**config.mk**
```make
export PLATFORM = sky130hd
export DESIGN_NAME = register_field_access_library
export DESIGN_NICKNAME = d
export VERILOG_FILES = /design/src/core/reg_access_pkg.sv /design/src/core/field_cell.sv /design/src/core/reg_word.sv /design/src/core/register_field_access_library.sv
export SDC_FILE = /design/constraint.sdc
export NUM_CORES = 1
export LEC_CHECK = 0
export BUFFER_PORTS_ARGS = -buffer_cell sky130_fd_sc_hd__buf_4
export CORE_ASPECT_RATIO = 0.6
export CORE_MARGIN = 8
export CORE_UTILIZATION = 42
export DETAILED_ROUTE_END_ITERATION = 8
export PLACE_DENSITY_LB_ADDON = 0.2
export RECOVER_POWER = 25
export REMOVE_ABC_BUFFERS = 1
export SYNTH_ARGS = -nofsm -noshare
export SYNTH_HDL_FRONTEND = slang
export SYNTH_SLANG_ARGS = --single-unit
```
**constraint.sdc**
```tcl
create_clock -name ref_clk -period 1.5 [get_ports ref_clk]
set_input_delay 0.075 -clock ref_clk [delete_from_list [all_inputs] [get_ports ref_clk]]
set_output_delay 0.075 -clock ref_clk [all_outputs]
set_load 0.02 [all_outputs]
```
**src/core/reg_access_pkg.sv**
```systemverilog
// Shared types, access codes, layout and reset values of the register field bank.
package reg_access_pkg;

  // ****************************************************************
  // Sizes and layout
  // ****************************************************************
  localparam int DATA_W = 8;
  localparam int ADDR_W = 4;
  localparam int NUM_REGS = 9;

  // Word index of each demonstration register; each word holds one access type.
  localparam logic [ADDR_W-1:0] IDX_RW = 4'h0;
  localparam logic [ADDR_W-1:0] IDX_RO = 4'h1;
  localparam logic [ADDR_W-1:0] IDX_WO = 4'h2;
  localparam logic [ADDR_W-1:0] IDX_C1 = 4'h3;
  localparam logic [ADDR_W-1:0] IDX_C0 = 4'h4;
  localparam logic [ADDR_W-1:0] IDX_COR = 4'h5;
  localparam logic [ADDR_W-1:0] IDX_SET = 4'h6;
  localparam logic [ADDR_W-1:0] IDX_TRIG = 4'h7;
  localparam logic [ADDR_W-1:0] IDX_TGL = 4'h8;

  // ****************************************************************
  // Reset values
  // ****************************************************************
  localparam logic [DATA_W-1:0] RST_RW = 8'hA5;
  localparam logic [DATA_W-1:0] RST_RO = 8'h00;
  localparam logic [DATA_W-1:0] RST_WO = 8'h5A;
  localparam logic [DATA_W-1:0] RST_C1 = 8'h00;
  localparam logic [DATA_W-1:0] RST_C0 = 8'h00;
  localparam logic [DATA_W-1:0] RST_COR = 8'h00;
  localparam logic [DATA_W-1:0] RST_SET = 8'h00;
  localparam logic [DATA_W-1:0] RST_TRIG = 8'h00;
  localparam logic [DATA_W-1:0] RST_TGL = 8'h0F;
  localparam logic [DATA_W-1:0] RDATA_NONE = 8'h00;

  // ****************************************************************
  // Access types
  // ****************************************************************
  typedef enum logic [3:0] {
    ACC_RW = 4'b0000,
    ACC_RO = 4'b0001,
    ACC_WO = 4'b0010,
    ACC_CLEAR_BY_WRITE_ONE = 4'b0011,
    ACC_CLEAR_BY_WRITE_ZERO = 4'b0100,
    ACC_CLEAR_ON_READ = 4'b0101,
    ACC_SET_ONLY = 4'b0110,
    ACC_WRITE_TRIGGER_EVENT = 4'b0111,
    ACC_TOGGLE = 4'b1000
  } access_t;

  // ****************************************************************
  // Carriers and state
  // ****************************************************************
  typedef logic [NUM_REGS-1:0][DATA_W-1:0] word_array_t;

  typedef struct packed {
    logic wr_en;
    logic rd_en;
    logic [ADDR_W-1:0] addr;
    logic [DATA_W-1:0] wdata;
  } reg_req_t;

  typedef struct packed {
    logic valid;
    logic err;
    logic [DATA_W-1:0] rdata;
  } reg_rsp_t;

  typedef struct packed {
    logic value;
    logic trig;
  } cell_state_t;

  typedef struct packed {
    reg_rsp_t rsp;
  } top_state_t;

  // ****************************************************************
  // Map from word index to access type and reset value
  // ****************************************************************
  function automatic access_t access_of(input logic [ADDR_W-1:0] idx);
    access_t a;
    case (idx)
      IDX_RW: a = ACC_RW;
      IDX_RO: a = ACC_RO;
      IDX_WO: a = ACC_WO;
      IDX_C1: a = ACC_CLEAR_BY_WRITE_ONE;
      IDX_C0: a = ACC_CLEAR_BY_WRITE_ZERO;
      IDX_COR: a = ACC_CLEAR_ON_READ;
      IDX_SET: a = ACC_SET_ONLY;
      IDX_TRIG: a = ACC_WRITE_TRIGGER_EVENT;
      IDX_TGL: a = ACC_TOGGLE;
      default: a = ACC_RW;
    endcase
    return a;
  endfunction

  function automatic logic [DATA_W-1:0] reset_of(input logic [ADDR_W-1:0] idx);
    logic [DATA_W-1:0] r;
    case (idx)
      IDX_RW: r = RST_RW;
      IDX_RO: r = RST_RO;
      IDX_WO: r = RST_WO;
      IDX_C1: r = RST_C1;
      IDX_C0: r = RST_C0;
      IDX_COR: r = RST_COR;
      IDX_SET: r = RST_SET;
      IDX_TRIG: r = RST_TRIG;
      IDX_TGL: r = RST_TGL;
      default: r = RDATA_NONE;
    endcase
    return r;
  endfunction

endpackage

```
**src/core/field_cell.sv**
```systemverilog
// One register bit with a fixed access behaviour.
`timescale 1ns/100ps
module field_cell
  import reg_access_pkg::*;
#(
  parameter access_t ACCESS = ACC_RW,
  parameter logic RESET_VAL = 1'h0
) (
  input wire logic ref_clk,
  input wire logic nrst,
  input wire logic wr,
  input wire logic rd,
  input wire logic wbit,
  input wire logic hw_val,
  input wire logic hw_set,
  output logic value,
  output logic rd_bit,
  output logic trig
);

  cell_state_t s_q;
  cell_state_t s_d;

  // ****************************************************************
  // Next state
  // ****************************************************************
  // A hardware set is applied last so that an event landing in the clearing cycle survives.
  always_comb begin
    s_d = s_q;
    s_d.trig = 1'h0;
    case (ACCESS)
      // software sets and clears
      // holds last written value
      ACC_RW: begin
        if (wr) begin
          s_d.value = wbit;
        end
      end
      // hardware value only
      ACC_RO: begin
        s_d.value = hw_val;
      end
      // stores writes, hidden
      ACC_WO: begin
        if (wr) begin
          s_d.value = wbit;
        end
      end
      // one clears flag
      ACC_CLEAR_BY_WRITE_ONE: begin
        if (wr && wbit) begin
          s_d.value = 1'h0;
        end
        if (hw_set) begin
          s_d.value = 1'h1;
        end
      end
      // zero clears flag
      ACC_CLEAR_BY_WRITE_ZERO: begin
        if (wr && !wbit) begin
          s_d.value = 1'h0;
        end
        if (hw_set) begin
          s_d.value = 1'h1;
        end
      end
      // read clears flag
      ACC_CLEAR_ON_READ: begin
        if (rd) begin
          s_d.value = 1'h0;
        end
        if (hw_set) begin
          s_d.value = 1'h1;
        end
      end
      // one sets bit
      ACC_SET_ONLY: begin
        if (wr && wbit) begin
          s_d.value = 1'h1;
        end
      end
      // write fires event
      ACC_WRITE_TRIGGER_EVENT: begin
        s_d.value = hw_val;
        if (wr) begin
          s_d.trig = 1'h1;
        end
      end
      // one inverts bit
      ACC_TOGGLE: begin
        if (wr && wbit) begin
          s_d.value = ~s_q.value;
        end
      end
      default: begin
        s_d = s_q;
      end
    endcase
  end

  // ****************************************************************
  // State register
  // ****************************************************************
  // parameter reset value
  always_ff @(posedge ref_clk or negedge nrst) begin
    if (!nrst) begin
      s_q <= '{value: RESET_VAL, trig: 1'h0};
    end else begin
      s_q <= s_d;
    end
  end

  assign value = s_q.value;
  // reads give reset value
  assign rd_bit = (ACCESS == ACC_WO) ? RESET_VAL : s_q.value;
  assign trig = s_q.trig;

  // ****************************************************************
  // Checks
  // ****************************************************************
  if (ACCESS == ACC_RW) begin : g_chk_rw
    property p_rw_write;
      @(posedge ref_clk) disable iff (!nrst) wr |=> (rd_bit == $past(wbit));
    endproperty
    a_rw_write: assert property (p_rw_write) else $error("rw field lost a write");
    property p_rw_hold;
      @(posedge ref_clk) disable iff (!nrst) !wr |=> $stable(rd_bit);
    endproperty
    a_rw_hold: assert property (p_rw_hold) else $error("rw field changed unwritten");
  end
  if (ACCESS == ACC_RO) begin : g_chk_ro
    property p_ro_follow;
      @(posedge ref_clk) disable iff (!nrst) nrst |=> (rd_bit == $past(hw_val));
    endproperty
    a_ro_follow: assert property (p_ro_follow) else $error("ro field not hw value");
  end
  if (ACCESS == ACC_WO) begin : g_chk_wo
    property p_wo_read;
      @(posedge ref_clk) disable iff (!nrst) wr |=> (rd_bit == RESET_VAL) && (value == $past(wbit));
    endproperty
    a_wo_read: assert property (p_wo_read) else $error("wo field read not reset value");
  end
  if (ACCESS == ACC_CLEAR_BY_WRITE_ONE) begin : g_chk_c1
    property p_c1_clear;
      @(posedge ref_clk) disable iff (!nrst)
        (wr && !hw_set) |=> (value == ($past(wbit) ? 1'h0 : $past(value)));
    endproperty
    a_c1_clear: assert property (p_c1_clear) else $error("clear by one misbehaved");
  end
  if (ACCESS == ACC_CLEAR_BY_WRITE_ZERO) begin : g_chk_c0
    property p_c0_clear;
      @(posedge ref_clk) disable iff (!nrst)
        (wr && !hw_set) |=> (value == ($past(wbit) ? $past(value) : 1'h0));
    endproperty
    a_c0_clear: assert property (p_c0_clear) else $error("clear by zero misbehaved");
  end
  if (ACCESS == ACC_CLEAR_ON_READ) begin : g_chk_cor
    property p_cor_clear;
      @(posedge ref_clk) disable iff (!nrst)
        (rd && !hw_set) |=> !value ##1 (!value || $past(hw_set));
    endproperty
    a_cor_clear: assert property (p_cor_clear) else $error("clear on read misbehaved");
    property p_cor_wr;
      @(posedge ref_clk) disable iff (!nrst) (wr && !rd && !hw_set) |=> $stable(value);
    endproperty
    a_cor_wr: assert property (p_cor_wr) else $error("write changed clear on read");
  end
  if (ACCESS == ACC_SET_ONLY) begin : g_chk_set
    property p_set_one;
      @(posedge ref_clk) disable iff (!nrst)
        wr |=> (value == ($past(wbit) ? 1'h1 : $past(value)));
    endproperty
    a_set_one: assert property (p_set_one) else $error("set only misbehaved");
  end
  if (ACCESS == ACC_WRITE_TRIGGER_EVENT) begin : g_chk_trig
    property p_trig_fire;
      @(posedge ref_clk) disable iff (!nrst) wr |=> trig && (value == $past(hw_val));
    endproperty
    a_trig_fire: assert property (p_trig_fire) else $error("write did not fire event");
    property p_trig_quiet;
      @(posedge ref_clk) disable iff (!nrst) !wr |=> !trig;
    endproperty
    a_trig_quiet: assert property (p_trig_quiet) else $error("event without write");
  end
  if (ACCESS == ACC_TOGGLE) begin : g_chk_tgl
    property p_tgl_flip;
      @(posedge ref_clk) disable iff (!nrst)
        wr |=> (value == ($past(wbit) ? !$past(value) : $past(value)));
    endproperty
    a_tgl_flip: assert property (p_tgl_flip) else $error("toggle misbehaved");
  end

endmodule

```
**src/core/reg_word.sv**
```systemverilog
// One register word: address decode and one field cell per bit.
`timescale 1ns/100ps
module reg_word
  import reg_access_pkg::*;
#(
  parameter logic [ADDR_W-1:0] INDEX = 4'h0
) (
  input wire logic ref_clk,
  input wire logic nrst,
  input wire reg_req_t req,
  input wire logic [DATA_W-1:0] hw_val,
  input wire logic [DATA_W-1:0] hw_set,
  output logic [DATA_W-1:0] value,
  output logic [DATA_W-1:0] rd_word,
  output logic [DATA_W-1:0] trig
);

  localparam access_t ACCESS = access_of(INDEX);
  localparam logic [DATA_W-1:0] RESET_WORD = reset_of(INDEX);

  logic hit;

  assign hit = (req.addr == INDEX);

  // ****************************************************************
  // Field cells
  // ****************************************************************
  for (genvar b = 0; b < DATA_W; b++) begin : g_bit
    field_cell #(
      .ACCESS(ACCESS),
      .RESET_VAL(RESET_WORD[b])
    ) u_cell (
      .ref_clk(ref_clk),
      .nrst(nrst),
      .wr(req.wr_en && hit),
      .rd(req.rd_en && hit),
      .wbit(req.wdata[b]),
      .hw_val(hw_val[b]),
      .hw_set(hw_set[b]),
      .value(value[b]),
      .rd_bit(rd_word[b]),
      .trig(trig[b])
    );
  end

endmodule

```
**src/core/register_field_access_library.sv**
```systemverilog
// Register bank demonstrating every field access type over a generic read/write port.
//
// Operation
// Control fields follow software writes directly.
// Read/write returns last write or reset.
// Read-only shows hardware value, ignores writes.
// Write-only reads always return reset value.
// Writing one clears; zero ignored.
// Writing zero clears; one ignored.
// Read returns value then clears; writes ignored.
// Writing one sets; zero ignored.
// Any write fires event, value unchanged.
// Writing one inverts; zero ignored.
// Fixed access type, parameter reset value.
`timescale 1ns/100ps
module register_field_access_library
  import reg_access_pkg::*;
(
  input wire logic ref_clk,
  input wire logic nrst,
  input wire reg_req_t req,
  input wire word_array_t hw_val,
  input wire word_array_t hw_set,
  output word_array_t field_q,
  output word_array_t trig_q,
  output reg_rsp_t rsp_q
);

  word_array_t rd_words;
  top_state_t s_q;
  top_state_t s_d;
  logic mapped;

  // ****************************************************************
  // Register words
  // ****************************************************************
  // Each word takes its access type and reset value from its index at elaboration.
  for (genvar i = 0; i < NUM_REGS; i++) begin : g_word
    reg_word #(
      .INDEX(ADDR_W'(i))
    ) u_word (
      .ref_clk(ref_clk),
      .nrst(nrst),
      .req(req),
      .hw_val(hw_val[i]),
      .hw_set(hw_set[i]),
      .value(field_q[i]),
      .rd_word(rd_words[i]),
      .trig(trig_q[i])
    );
  end

  // ****************************************************************
  // Read response
  // ****************************************************************
  assign mapped = (req.addr < ADDR_W'(NUM_REGS));

  // The read samples the value before any clear or write of the same edge takes effect.
  always_comb begin
    s_d = s_q;
    s_d.rsp.valid = req.rd_en;
    s_d.rsp.err = req.rd_en && !mapped;
    s_d.rsp.rdata = RDATA_NONE;
    if (req.rd_en && mapped) begin
      s_d.rsp.rdata = rd_words[req.addr];
    end
  end

  // response cleared at reset
  always_ff @(posedge ref_clk or negedge nrst) begin
    if (!nrst) begin
      s_q <= '{rsp: '{valid: 1'h0, err: 1'h0, rdata: RDATA_NONE}};
    end else begin
      s_q <= s_d;
    end
  end

  assign rsp_q = s_q.rsp;

  // ****************************************************************
  // Checks
  // ****************************************************************
  property p_rd_answer;
    @(posedge ref_clk) disable iff (!nrst) req.rd_en |=> rsp_q.valid;
  endproperty
  a_rd_answer: assert property (p_rd_answer) else $error("read not answered");

  property p_rd_quiet;
    @(posedge ref_clk) disable iff (!nrst) !req.rd_en |=> !rsp_q.valid;
  endproperty
  a_rd_quiet: assert property (p_rd_quiet) else $error("answer without read");

  property p_unmapped;
    @(posedge ref_clk) disable iff (!nrst)
      (req.rd_en && !mapped) |=> rsp_q.err && (rsp_q.rdata == RDATA_NONE);
  endproperty
  a_unmapped: assert property (p_unmapped) else $error("unmapped read not refused");

  property p_wo_readback;
    @(posedge ref_clk) disable iff (!nrst)
      (req.rd_en && req.addr == IDX_WO) |=> (rsp_q.rdata == RST_WO);
  endproperty
  a_wo_readback: assert property (p_wo_readback) else $error("wo word read wrong");

  property p_rw_readback;
    @(posedge ref_clk) disable iff (!nrst)
      (req.wr_en && req.addr == IDX_RW) ##1 (req.rd_en && req.addr == IDX_RW && !req.wr_en)
        |=> (rsp_q.rdata == $past(req.wdata, 2));
  endproperty
  a_rw_readback: assert property (p_rw_readback) else $error("rw word readback wrong");

  property p_cor_word;
    @(posedge ref_clk) disable iff (!nrst)
      (req.rd_en && req.addr == IDX_COR) |=>
        (rsp_q.rdata == $past(field_q[IDX_COR])) && (field_q[IDX_COR] == $past(hw_set[IDX_COR]));
  endproperty
  a_cor_word: assert property (p_cor_word) else $error("clear on read word wrong");

endmodule

```
### Word-level counts from Yosys, hierarchy flattened

Cells that the tools add are included.
Widths: inputs -> output; s select.

* register bits after elaboration: 83
* word-level logic and storage cells: 214

* reduce and logical (&&, ||, !) cells: 76
* equality and inequality tests: 7
* bitwise logic cells: 8
* muxes and demuxes: 45
* magnitude comparators: 2

Operators by type and width (number)
* $reduce_bool 2->1: 24
* $logic_and 1x1->1: 42
* $mux 1: 42
* $bmux 8 s4: 1
* $eq 4x3->1 const B: 4
* $mux 8: 2
* $logic_not 1->1: 9
* $eq 4x2->1 const B: 2
* $not 1->1: 8
* $lt 4x5->1 const B: 1
* $eq 4x4->1 const B: 1
* $logic_not 4->1: 1
* $lt 4x4->1 const B: 1

### Depth between registers and ports, before layout

Gate-level depths: netlist (run 1).

* depth after elaboration: 5
* gate-level depth with buffers: 6
* depth with buffers taken out: 4

### Hierarchy

From an unflattened synthesis (run 1), not the netlist that was laid out.

* cells, all modules: 481
* area, all modules: 5217.5 um^2

Modules (own cells, without submodules)
* register_field_access_library: times used 1, cells each 82, seq. area each 250.2 um^2, area each 993.5 um^2
* field_cell (g_word[3].u_word.g_bit[0].u_cell ...): times used 16, cells each 6, seq. area each 25.0 um^2, area each 55.1 um^2
* field_cell (g_word[0].u_word.g_bit[1].u_cell ...): times used 8, cells each 5, seq. area each 25.0 um^2, area each 58.8 um^2
* field_cell (g_word[4].u_word.g_bit[0].u_cell ...): times used 8, cells each 6, seq. area each 25.0 um^2, area each 57.6 um^2
* field_cell (g_word[7].u_word.g_bit[0].u_cell ...): times used 8, cells each 3, seq. area each 50.0 um^2, area each 57.6 um^2
* field_cell (g_word[6].u_word.g_bit[0].u_cell ...): times used 8, cells each 5, seq. area each 25.0 um^2, area each 51.3 um^2
* field_cell (g_word[1].u_word.g_bit[0].u_cell ...): times used 8, cells each 4, seq. area each 25.0 um^2, area each 43.8 um^2
* field_cell (g_word[2].u_word.g_bit[1].u_cell ...): times used 4, cells each 6, seq. area each 26.3 um^2, area each 63.8 um^2
* field_cell (g_word[0].u_word.g_bit[0].u_cell ...): times used 4, cells each 5, seq. area each 26.3 um^2, area each 60.1 um^2
* field_cell (g_word[8].u_word.g_bit[0].u_cell ...): times used 4, cells each 6, seq. area each 26.3 um^2, area each 57.6 um^2
* field_cell (g_word[8].u_word.g_bit[4].u_cell ...): times used 4, cells each 6, seq. area each 25.0 um^2, area each 56.3 um^2
* reg_word (g_word[1].u_word ...): times used 7, cells each 3, seq. area each 0.0 um^2, area each 27.5 um^2
* reg_word (g_word[0].u_word): times used 1, cells each 3, seq. area each 0.0 um^2, area each 25.0 um^2
* reg_word (g_word[7].u_word): times used 1, cells each 3, seq. area each 0.0 um^2, area each 22.5 um^2

### Worst setup path after synthesis (run 1)

Ideal clock, no wire load.

* path type: input to register
* start: input req[8] (netlist bit)
* end: register g_word[2].u_word.g_bit[0].u_cell.s_q, in the netlist g_word[2].u_word.g_bit[0].u_cell.value
* data arrival time: 1120 ps
* setup slack: 255 ps
* buffers on the path: 1
* stages on the path: 3
* setup time: 125 ps
* cell sequence: buf_2 nor4_4 mux2_2

* cells in the longest elaborated chain, start to end: 2

RTL lines
* start, declared: RTL line register_field_access_library.sv:21 `input wire reg_req_t req,`
* $eq 4x2->1: RTL line reg_word.sv:23 `assign hit = (req.addr == INDEX);`
* $logic_and 1x1->1: RTL line reg_word.sv:35 `.wr(req.wr_en && hit),`
* end signal, assigned: RTL line field_cell.sv:107 `s_q <= '{value: RESET_VAL, trig: 1'h0};`
* end, declared: RTL line field_cell.sv:21 `cell_state_t s_q;`

No other way between the ends.
A chain may end at the register's enable or synchronous reset.

### Final worst setup path (run 1)

* start: input req[12] (netlist bit)
* end: register g_word[5].u_word.g_bit[2].u_cell.s_q, in the netlist g_word[5].u_word.g_bit[2].u_cell.rd_bit

* cells in the longest elaborated chain, start to end: 2

RTL lines
* $logic_and 1x1->1: RTL line reg_word.sv:36 `.rd(req.rd_en && hit),`
* $reduce_bool 2->1 (no source line)
* end signal, assigned: RTL line field_cell.sv:107
* end, declared: RTL line field_cell.sv:21

No other way between the ends.

==> impl_metrics.json, run 1 <==
{
  "grt_pass1_vias": 3152,
  "fin_setup_tns_ns": 0,
  "clk_path_buf_depth": 2,
  "numPortBuffers": 145,
  "synth_area_sq_mm": 0.00442,
  "fp.dieArea_sq_mm": 0.0142,
  "synth_top_family_by_area": "buffers and inverters",
  "power_frac_comb_pct": 27.0,
  "busiest_layer": "met2",
  "max-cap-violations": 0,
  "n_antenna_cell": 0,
  "finalSetupViolCount": 0,
  "synthAdderAreaFrac_pct": 0,
  "finalCritPeriodShare_pct": 90.7,
  "viasPerCell": 4.48,
  "grt_pass1_wl_microns": 18500,
  "final_util_pct": 54.0,
  "final_antenna_net_count": 0,
  "groute.layer.met3.usage_pct": 5.97,
  "cts_setup_buffers": 0,
  "yosysWarnings": 0,
  "avgSynthCellArea_sq_um": 11.1,
  "fmax_mhz": 735,
  "cp_max_fo": 8,
  "finClkSkew_ns": 0.00347,
  "areaGrowthSynthToFinish_pct": 27.2,
  "yosys.area_share.simple_pct": 7.27,
  "cp.required_ns": 1.72,
  "worstHoldPathType": "input port to register",
  "cts.clk_slew.worst_paths_ns": 0.06,
  "die_w_microns": 148,
  "mostFrequentLayoutCells": "139 x buf_4, 71 x dfrtp_1, 64 x conb_1, 43 x dlygate4sd3_1, 37 x nand2_1",
  "rsz0062_at_grt": "no",
  "hold_viol": 0,
  "crit_type": "input port to register",
  "syn_inst": 400,
  "use_met1_pct": 23.9,
  "grt_max_degree": 35,
  "drive_gt1_share_pct": 40.6,
  "place.gp.congestion": 0.769,
  "dp_hpwl_microns": 9250,
  "row_count": 29,
  "io_pins": 314,
  "tightest_slew_ns": 0.690,
  "cp_top_family": "buffers and inverters",
  "start_util_pct": 42.5,
  "synth_mux_area_share_pct": 10.1,
  "clock-root-buffer": "clkbuf_16",
  "ys_seq_elements": 83,
  "post-route-min-period_ns": 1.36,
  "routed_wl_microns": 12100,
  "fillers": 933,
  "drtPass1Iterations": 4,
  "cts_tree": "done",
  "peakVddDrop_v": 0.000554,
  "cts_num_sinks": 83,
  "ys_seq_area_share_pct": 47.3,
  "nNetsFinal": 684,
  "synth_flop_cell": "dfrtp_1",
  "cp_cell_sequence": "dlygate4sd3_1, buf_4, inv_1, or3_1, a21o_1",
  "start_kind": "input port",
  "slowest_stage": "or3_1",
  "clkPwrFrac_pct": 30.4,
  "synth_xor_xnor_area_share_pct": 1.58,
  "vias": 2992,
  "drv_slew": 0,
  "core_region_area_sq_mm": 0.0104,
  "leakage_nw": 2.59,
  "detail_route.wl_per_cell_microns": 18.1,
  "gr-usage-met2_pct": 25.2,
  "status": "finished, final reports clean",
  "power-per-cell-area_mw_per_mm2": 1190,
  "p_sw_share_pct": 30.7,
  "synth_edf_count": 0,
  "timing.critical_path.arrival_ns": 1.58,
  "seq_power_share_pct": 42.6,
  "slowest_delay_ns": 0.54,
  "htree_levels": 3,
  "relSlewSlack_pct": 54.0,
  "intPower_mw": 4.64,
  "antenna_found_initial": 0,
  "synthDistinctLibCells": 28,
  "clkLatencyLatePin_ns": 0.33,
  "synth_compound_area_share_pct": 8.09,
  "die_h_microns": 95.5,
  "layout_commonest_cell": "buf_4",
  "holdBufCountCts": 43,
  "grt_use_total_pct": 17.1,
  "cts-resized-gates": 0,
  "drt_iter0_drc": 122,
  "grt_overflow": 0,
  "route.detailed.drc": 0,
  "numCtsBuffers": 9,
  "p_switching_mw": 2.05,
  "path_buf_inv": 3,
  "async_flop_share_pct": 100,
  "critPathCaptureType": "register"
}
[metrics by stage]
step / cells / area [sq um] / hold slack [ns] / total power, mW / setup slack [ns]
2_1_floorplan: 309 / 3530 / -0.221 / 3.73 / 0.184
3_3_place_gp: 609 / 4940 / 0.0165 / 4.59 / 0.0961
3_5_place_dp: 609 / 4940 / 0.0140 / 4.62 / 0.0750
4_1_cts: 668 / 5640 / 0.00338 / 6.78 / 0.125
5_1_grt: 668 / 5630 / 0.0159 / 7.01 / 0.104
6_report: 668 / 5630 / 0.0193 / 6.69 / 0.140
[synthesized netlist by cell type, drive strengths merged (5+ instances only)]
cell type  count  area [sq um]
a21o          24           180
a31oi          8          50.1
buf          151          1120
dfrtp         71          1780
dfstp         12           315
mux2          24           270
mux4           6           135
nand2         37           139
nand2b        11          68.8
nor3           5          30.0
o21ai         12          60.1
xnor2          8          70.1
[layout make-up]
cell class	count	area, sq um	share of cell area, %
Sequential cell	83	2090	37.2
Tap cell	139	174	3.09
Clock buffer	14	264	4.69
Inverter	1	3.75	0.0667
Multi-Input combinational cell	225	1430	25.4
Clock inverter	2	10.0	0.178
Timing Repair Buffer	204	1650	29.4
[registers in the layout (all words and copies together) (netlist names)]
| name | count |
|---|---|
| g_word.u_word.g_bit.u_cell.rd_bit | 64 |
| g_word.u_word.g_bit.u_cell.trig | 1 |
| g_word.u_word.g_bit.u_cell.value | 8 |
| rsp_q | 10 |
[cells by family after synthesis]
kind of cell,Yosys count
buffers and inverters,155
DFF,83
and+or+nand+nor,66
AOI/OAI and AO/OA,53
muxes,34
xor gates and xnor gates,8
other,1
[worst paths after layout]
kind | cells past startpoint | slack [ns] | end | startpoint
hold / removal | 2 | 0.02 | g_word[6].u_word.g_bit[0].u_cell.rd_bit | req[0]
hold reg to reg | 1 | 0.48 | g_word[6].u_word.g_bit[3].u_cell.rd_bit | g_word[6].u_word.g_bit[3].u_cell.rd_bit
min in group asynchronous | 2 | 0.33 | rsp_q[2] | nrst
setup reg to reg | 3 | 0.23 | rsp_q[1] | g_word[6].u_word.g_bit[1].u_cell.rd_bit
setup / recovery | 5 | 0.14 | g_word[5].u_word.g_bit[2].u_cell.rd_bit | req[12]
max in group asynchronous | 3 | 0.43 | g_word[1].u_word.g_bit[4].u_cell.rd_bit | nrst
[power groups by stage]
stage / clock network (mW) / registers [mW] / logic, mW
2_1_floorplan: 0 / 3.23 / 0.495
3_3_place_gp: 0 / 2.87 / 1.72
3_5_place_dp: 0 / 2.89 / 1.73
4_1_cts: 2.10 / 2.85 / 1.83
5_1_grt: 2.19 / 2.89 / 1.93
6_report: 2.03 / 2.85 / 1.81
[routing by layer]
| layer | up-vias | share of wire, % | routed length, microns |
|---|---|---|---|
| met4 | 0 | 0.58 | 70 |
| met2 | 125 | 45 | 5390 |
| met1 | 1480 | 46 | 5550 |
| met5 | - | 0 | 0 |
| li1 | 1377 | - | - |
| met3 | 10 | 9.0 | 1090 |
No activity file was read; power rests on OpenSTA's default activity.
==> run 2, diff against run 1 <==
--- a/config.mk
+++ b/config.mk
@@ -5,10 +5,11 @@
 export SDC_FILE = /design/constraint.sdc
 export NUM_CORES = 1
 export LEC_CHECK = 0
+export ABC_AREA = 1
 export BUFFER_PORTS_ARGS = -buffer_cell sky130_fd_sc_hd__buf_4
 export CORE_ASPECT_RATIO = 0.6
 export CORE_MARGIN = 8
-export CORE_UTILIZATION = 42
+export CORE_UTILIZATION = 43
 export DETAILED_ROUTE_END_ITERATION = 8
 export PLACE_DENSITY_LB_ADDON = 0.2
 export RECOVER_POWER = 25
==> run 2 against run 1 <==
Compared with the run above:
- non-clock buffer count stayed put
- clock-buffer cell count is 4 lower
- first-iteration DRC count is 48% higher
- sequential cell count stayed put
- via count is 20% higher
- largest cell class unchanged
- final area is 5.3% higher
- register-to-register slack better by 0.27 ns
==> impl_metrics.json, run 2 <==
{
  "yosysTopAreaCellShare_pct": 37.8,
  "synthDistinctLibCells": 25,
  "htree_levels": 3,
  "cts_num_sinks": 83,
  "reg2regPathDepth": 6,
  "peakVddDrop_v": 0.000654,
  "io_pins": 314,
  "fp.dieArea_sq_mm": 0.0146,
  "ys_top_cells_by_area": "dfrtp_1 38%, buf_4 23%, nand2_1 12%",
  "slowest_stage": "dlygate4sd3_1",
  "drt_iter0_drc": 180,
  "status": "finished, final reports clean",
  "route.detailed.drc": 0,
  "path_buf_inv": 4,
  "hold_viol": 0,
  "numCtsBuffers": 9,
  "place_ws_ns": 0.177,
  "timing.critical_path.arrival_ns": 1.37,
  "start_kind": "input port",
  "drv_slew": 0,
  "viasPerCell": 4.37,
  "grt_pass1_vias": 3593,
  "cts.clk_slew.worst_paths_ns": 0.06,
  "cp_max_fo": 8,
  "final_util_pct": 55.9,
  "numPortBuffers": 145,
  "yosysMostFrequentCell": "nand2_1",
  "nNetsFinal": 837,
  "slowest_delay_ns": 0.53,
  "synth_largest_area_cell": "dfrtp_1",
  "dp_hpwl_microns": 9600,
  "mostFrequentLayoutCells": "150 x nand2_1, 135 x buf_4, 71 x dfrtp_1, 64 x conb_1, 50 x dlygate4sd3_1",
  "fin_ws_ns": 0.348,
  "leakage_nw": 3.15,
  "worstSetupStartpoint": "req[12]",
  "synth_area_sq_mm": 0.00470,
  "cp.required_ns": 1.72,
  "antenna_found_initial": 0,
  "ys_seq_elements": 83,
  "largest_reg_flops": 64,
  "worstReg2RegStart": "g_word[0].u_word.g_bit[4].u_cell.rd_bit",
  "die_h_microns": 96.9,
  "multi_input_area_sq_mm": 0.00148,
  "start_util_pct": 44.3,
  "critPathCaptureType": "register",
  "finClkSkew_ns": 0.00536,
  "drtPass1Iterations": 4,
  "worstSetupPathDepth": 6,
  "post-route-min-period_ns": 1.15,
  "clkLatencyLatePin_ns": 0.33,
  "worst_r2r_endpoint": "rsp_q[4]",
  "areaGrowthSynthToFinish_pct": 26.2,
  "ys_seq_area_share_pct": 44.6,
  "yosysWarnings": 0,
  "cp-endpoint": "g_word[5].u_word.g_bit[5].u_cell.rd_bit",
  "finalSetupViolCount": 0,
  "cts-resized-gates": 0,
  "rsz0062_at_grt": "no",
  "r2r_setup_slack_ns": 0.50,
  "async_flop_share_pct": 100,
  "cts_tree": "done",
  "synth_flop_cell": "dfrtp_1",
  "max-cap-violations": 0,
  "place.gp.congestion": 0.799,
  "avgSynthCellArea_sq_um": 8.45,
  "clk_path_buf_depth": 2,
  "fmax_mhz": 868,
  "power-per-cell-area_mw_per_mm2": 1130,
  "row_count": 29,
  "layout_commonest_cell": "nand2_1",
  "grt_max_degree": 84,
  "final_antenna_net_count": 0,
  "drive_gt1_share_pct": 28.0,
  "die_w_microns": 151,
  "holdWs_ns": 0.0373,
  "worstHoldPathType": "input port to register",
  "cp_cell_sequence": "dlygate4sd3_1, clkbuf_1, inv_1, nor4_4, buf_4, o21bai_1",
  "routed_wl_microns": 12600,
  "detail_route.wl_per_cell_microns": 15.4,
  "vias": 3590,
  "syn_inst": 556,
  "grt_use_total_pct": 17.1,
  "grt_pass1_wl_microns": 19600,
  "ys_top_cells_by_count": "150 x nand2_1, 146 x buf_4, 71 x dfrtp_1",
  "synth_edf_count": 0,
  "seq_area_sq_mm": 0.00209,
  "grt_overflow": 0,
  "core_region_area_sq_mm": 0.0106,
  "clock-root-buffer": "clkbuf_16",
  "fillers": 990,
  "fin_setup_tns_ns": 0,
  "crit_type": "input port to register",
  "n_antenna_cell": 0,
  "cp_top_family": "buffers and inverters",
  "finalCritPeriodShare_pct": 76.8
}
## run 2: cell count changes after synthesis, sizes merged, moves of 11 or more
cell,delta
a21o,-24
nand3,+32
nand2b,-11
mux2,-24
nand2,+114
nor2,+14
o21ai,+22
inv,+52
## run 2: worst min-delay path, stage by stage
cell and delay (ns):
buf_4 0.13, nand2_1 0.08, nor2_1 0.04
## run 2: timing repair
item,CTS,global route
endpoints found under the hold margin,122,0
setup endpoints to repair,0,0
setup buffers,0,0
hold buffers,50,0
## run 2: routing by layer
layer,GRT usage (%),vias to the layer above,part of all wire [%]
li1,-,1748,-
met1,21.7,1700,44
met2,27.6,138,46
met3,6.09,4,9.9
met4,3.33,0,0.42
met5,0,-,0
## run 2: area by class of cell
cell class | count | area share (%)
Tap cell | 139 | 2.94
Sequential cell | 83 | 35.3
Multi-Input combinational cell | 326 | 25.0
Clock inverter | 6 | 1.52
Timing Repair Buffer | 204 | 28.0
Clock buffer | 10 | 3.86
Inverter | 53 | 3.36
## run 2: cells by family (layout without fill, tap and decap cells)
family                 after synthesis  after routing  synth area share [%]
XOR/XNOR                             8              8                  1.49
AO/OA/AOI/OAI                       43             43                  5.06
flip-flops                          83             83                  44.6
buffers and inverters              210            273                  29.0
AND/OR/NAND/NOR                    211            211                  19.8
other                                1             64                0.0799
## run 2: report_power, final
part	internal [mW]	switching, mW	total [mW]
clock network	1.46	0.880	2.34
logic	0.657	0.933	1.59
registers	2.55	0.193	2.74
## run 2: worst min-delay path by stage
stage,startpoint,endpoint,cells after the start
6_report,req[11],rsp_q[8],3
5_1_grt,req[11],rsp_q[8],3
4_1_cts,req[11],rsp_q[8],3
3_5_place_dp,nrst,g_word[1].u_word.g_bit[3].u_cell.rd_bit,2
3_3_place_gp,nrst,g_word[1].u_word.g_bit[3].u_cell.rd_bit,2
2_1_floorplan,nrst,g_word[0].u_word.g_bit[1].u_cell.rd_bit,0
## run 2: stage by stage
step	area (sq um)	std cells	power (mW)
finish	5920	821	6.67
floorplan	3770	462	3.52
detailed placement	5110	755	4.28
global placement	5110	755	4.25
global route	5920	821	7.00
CTS	5930	821	6.77
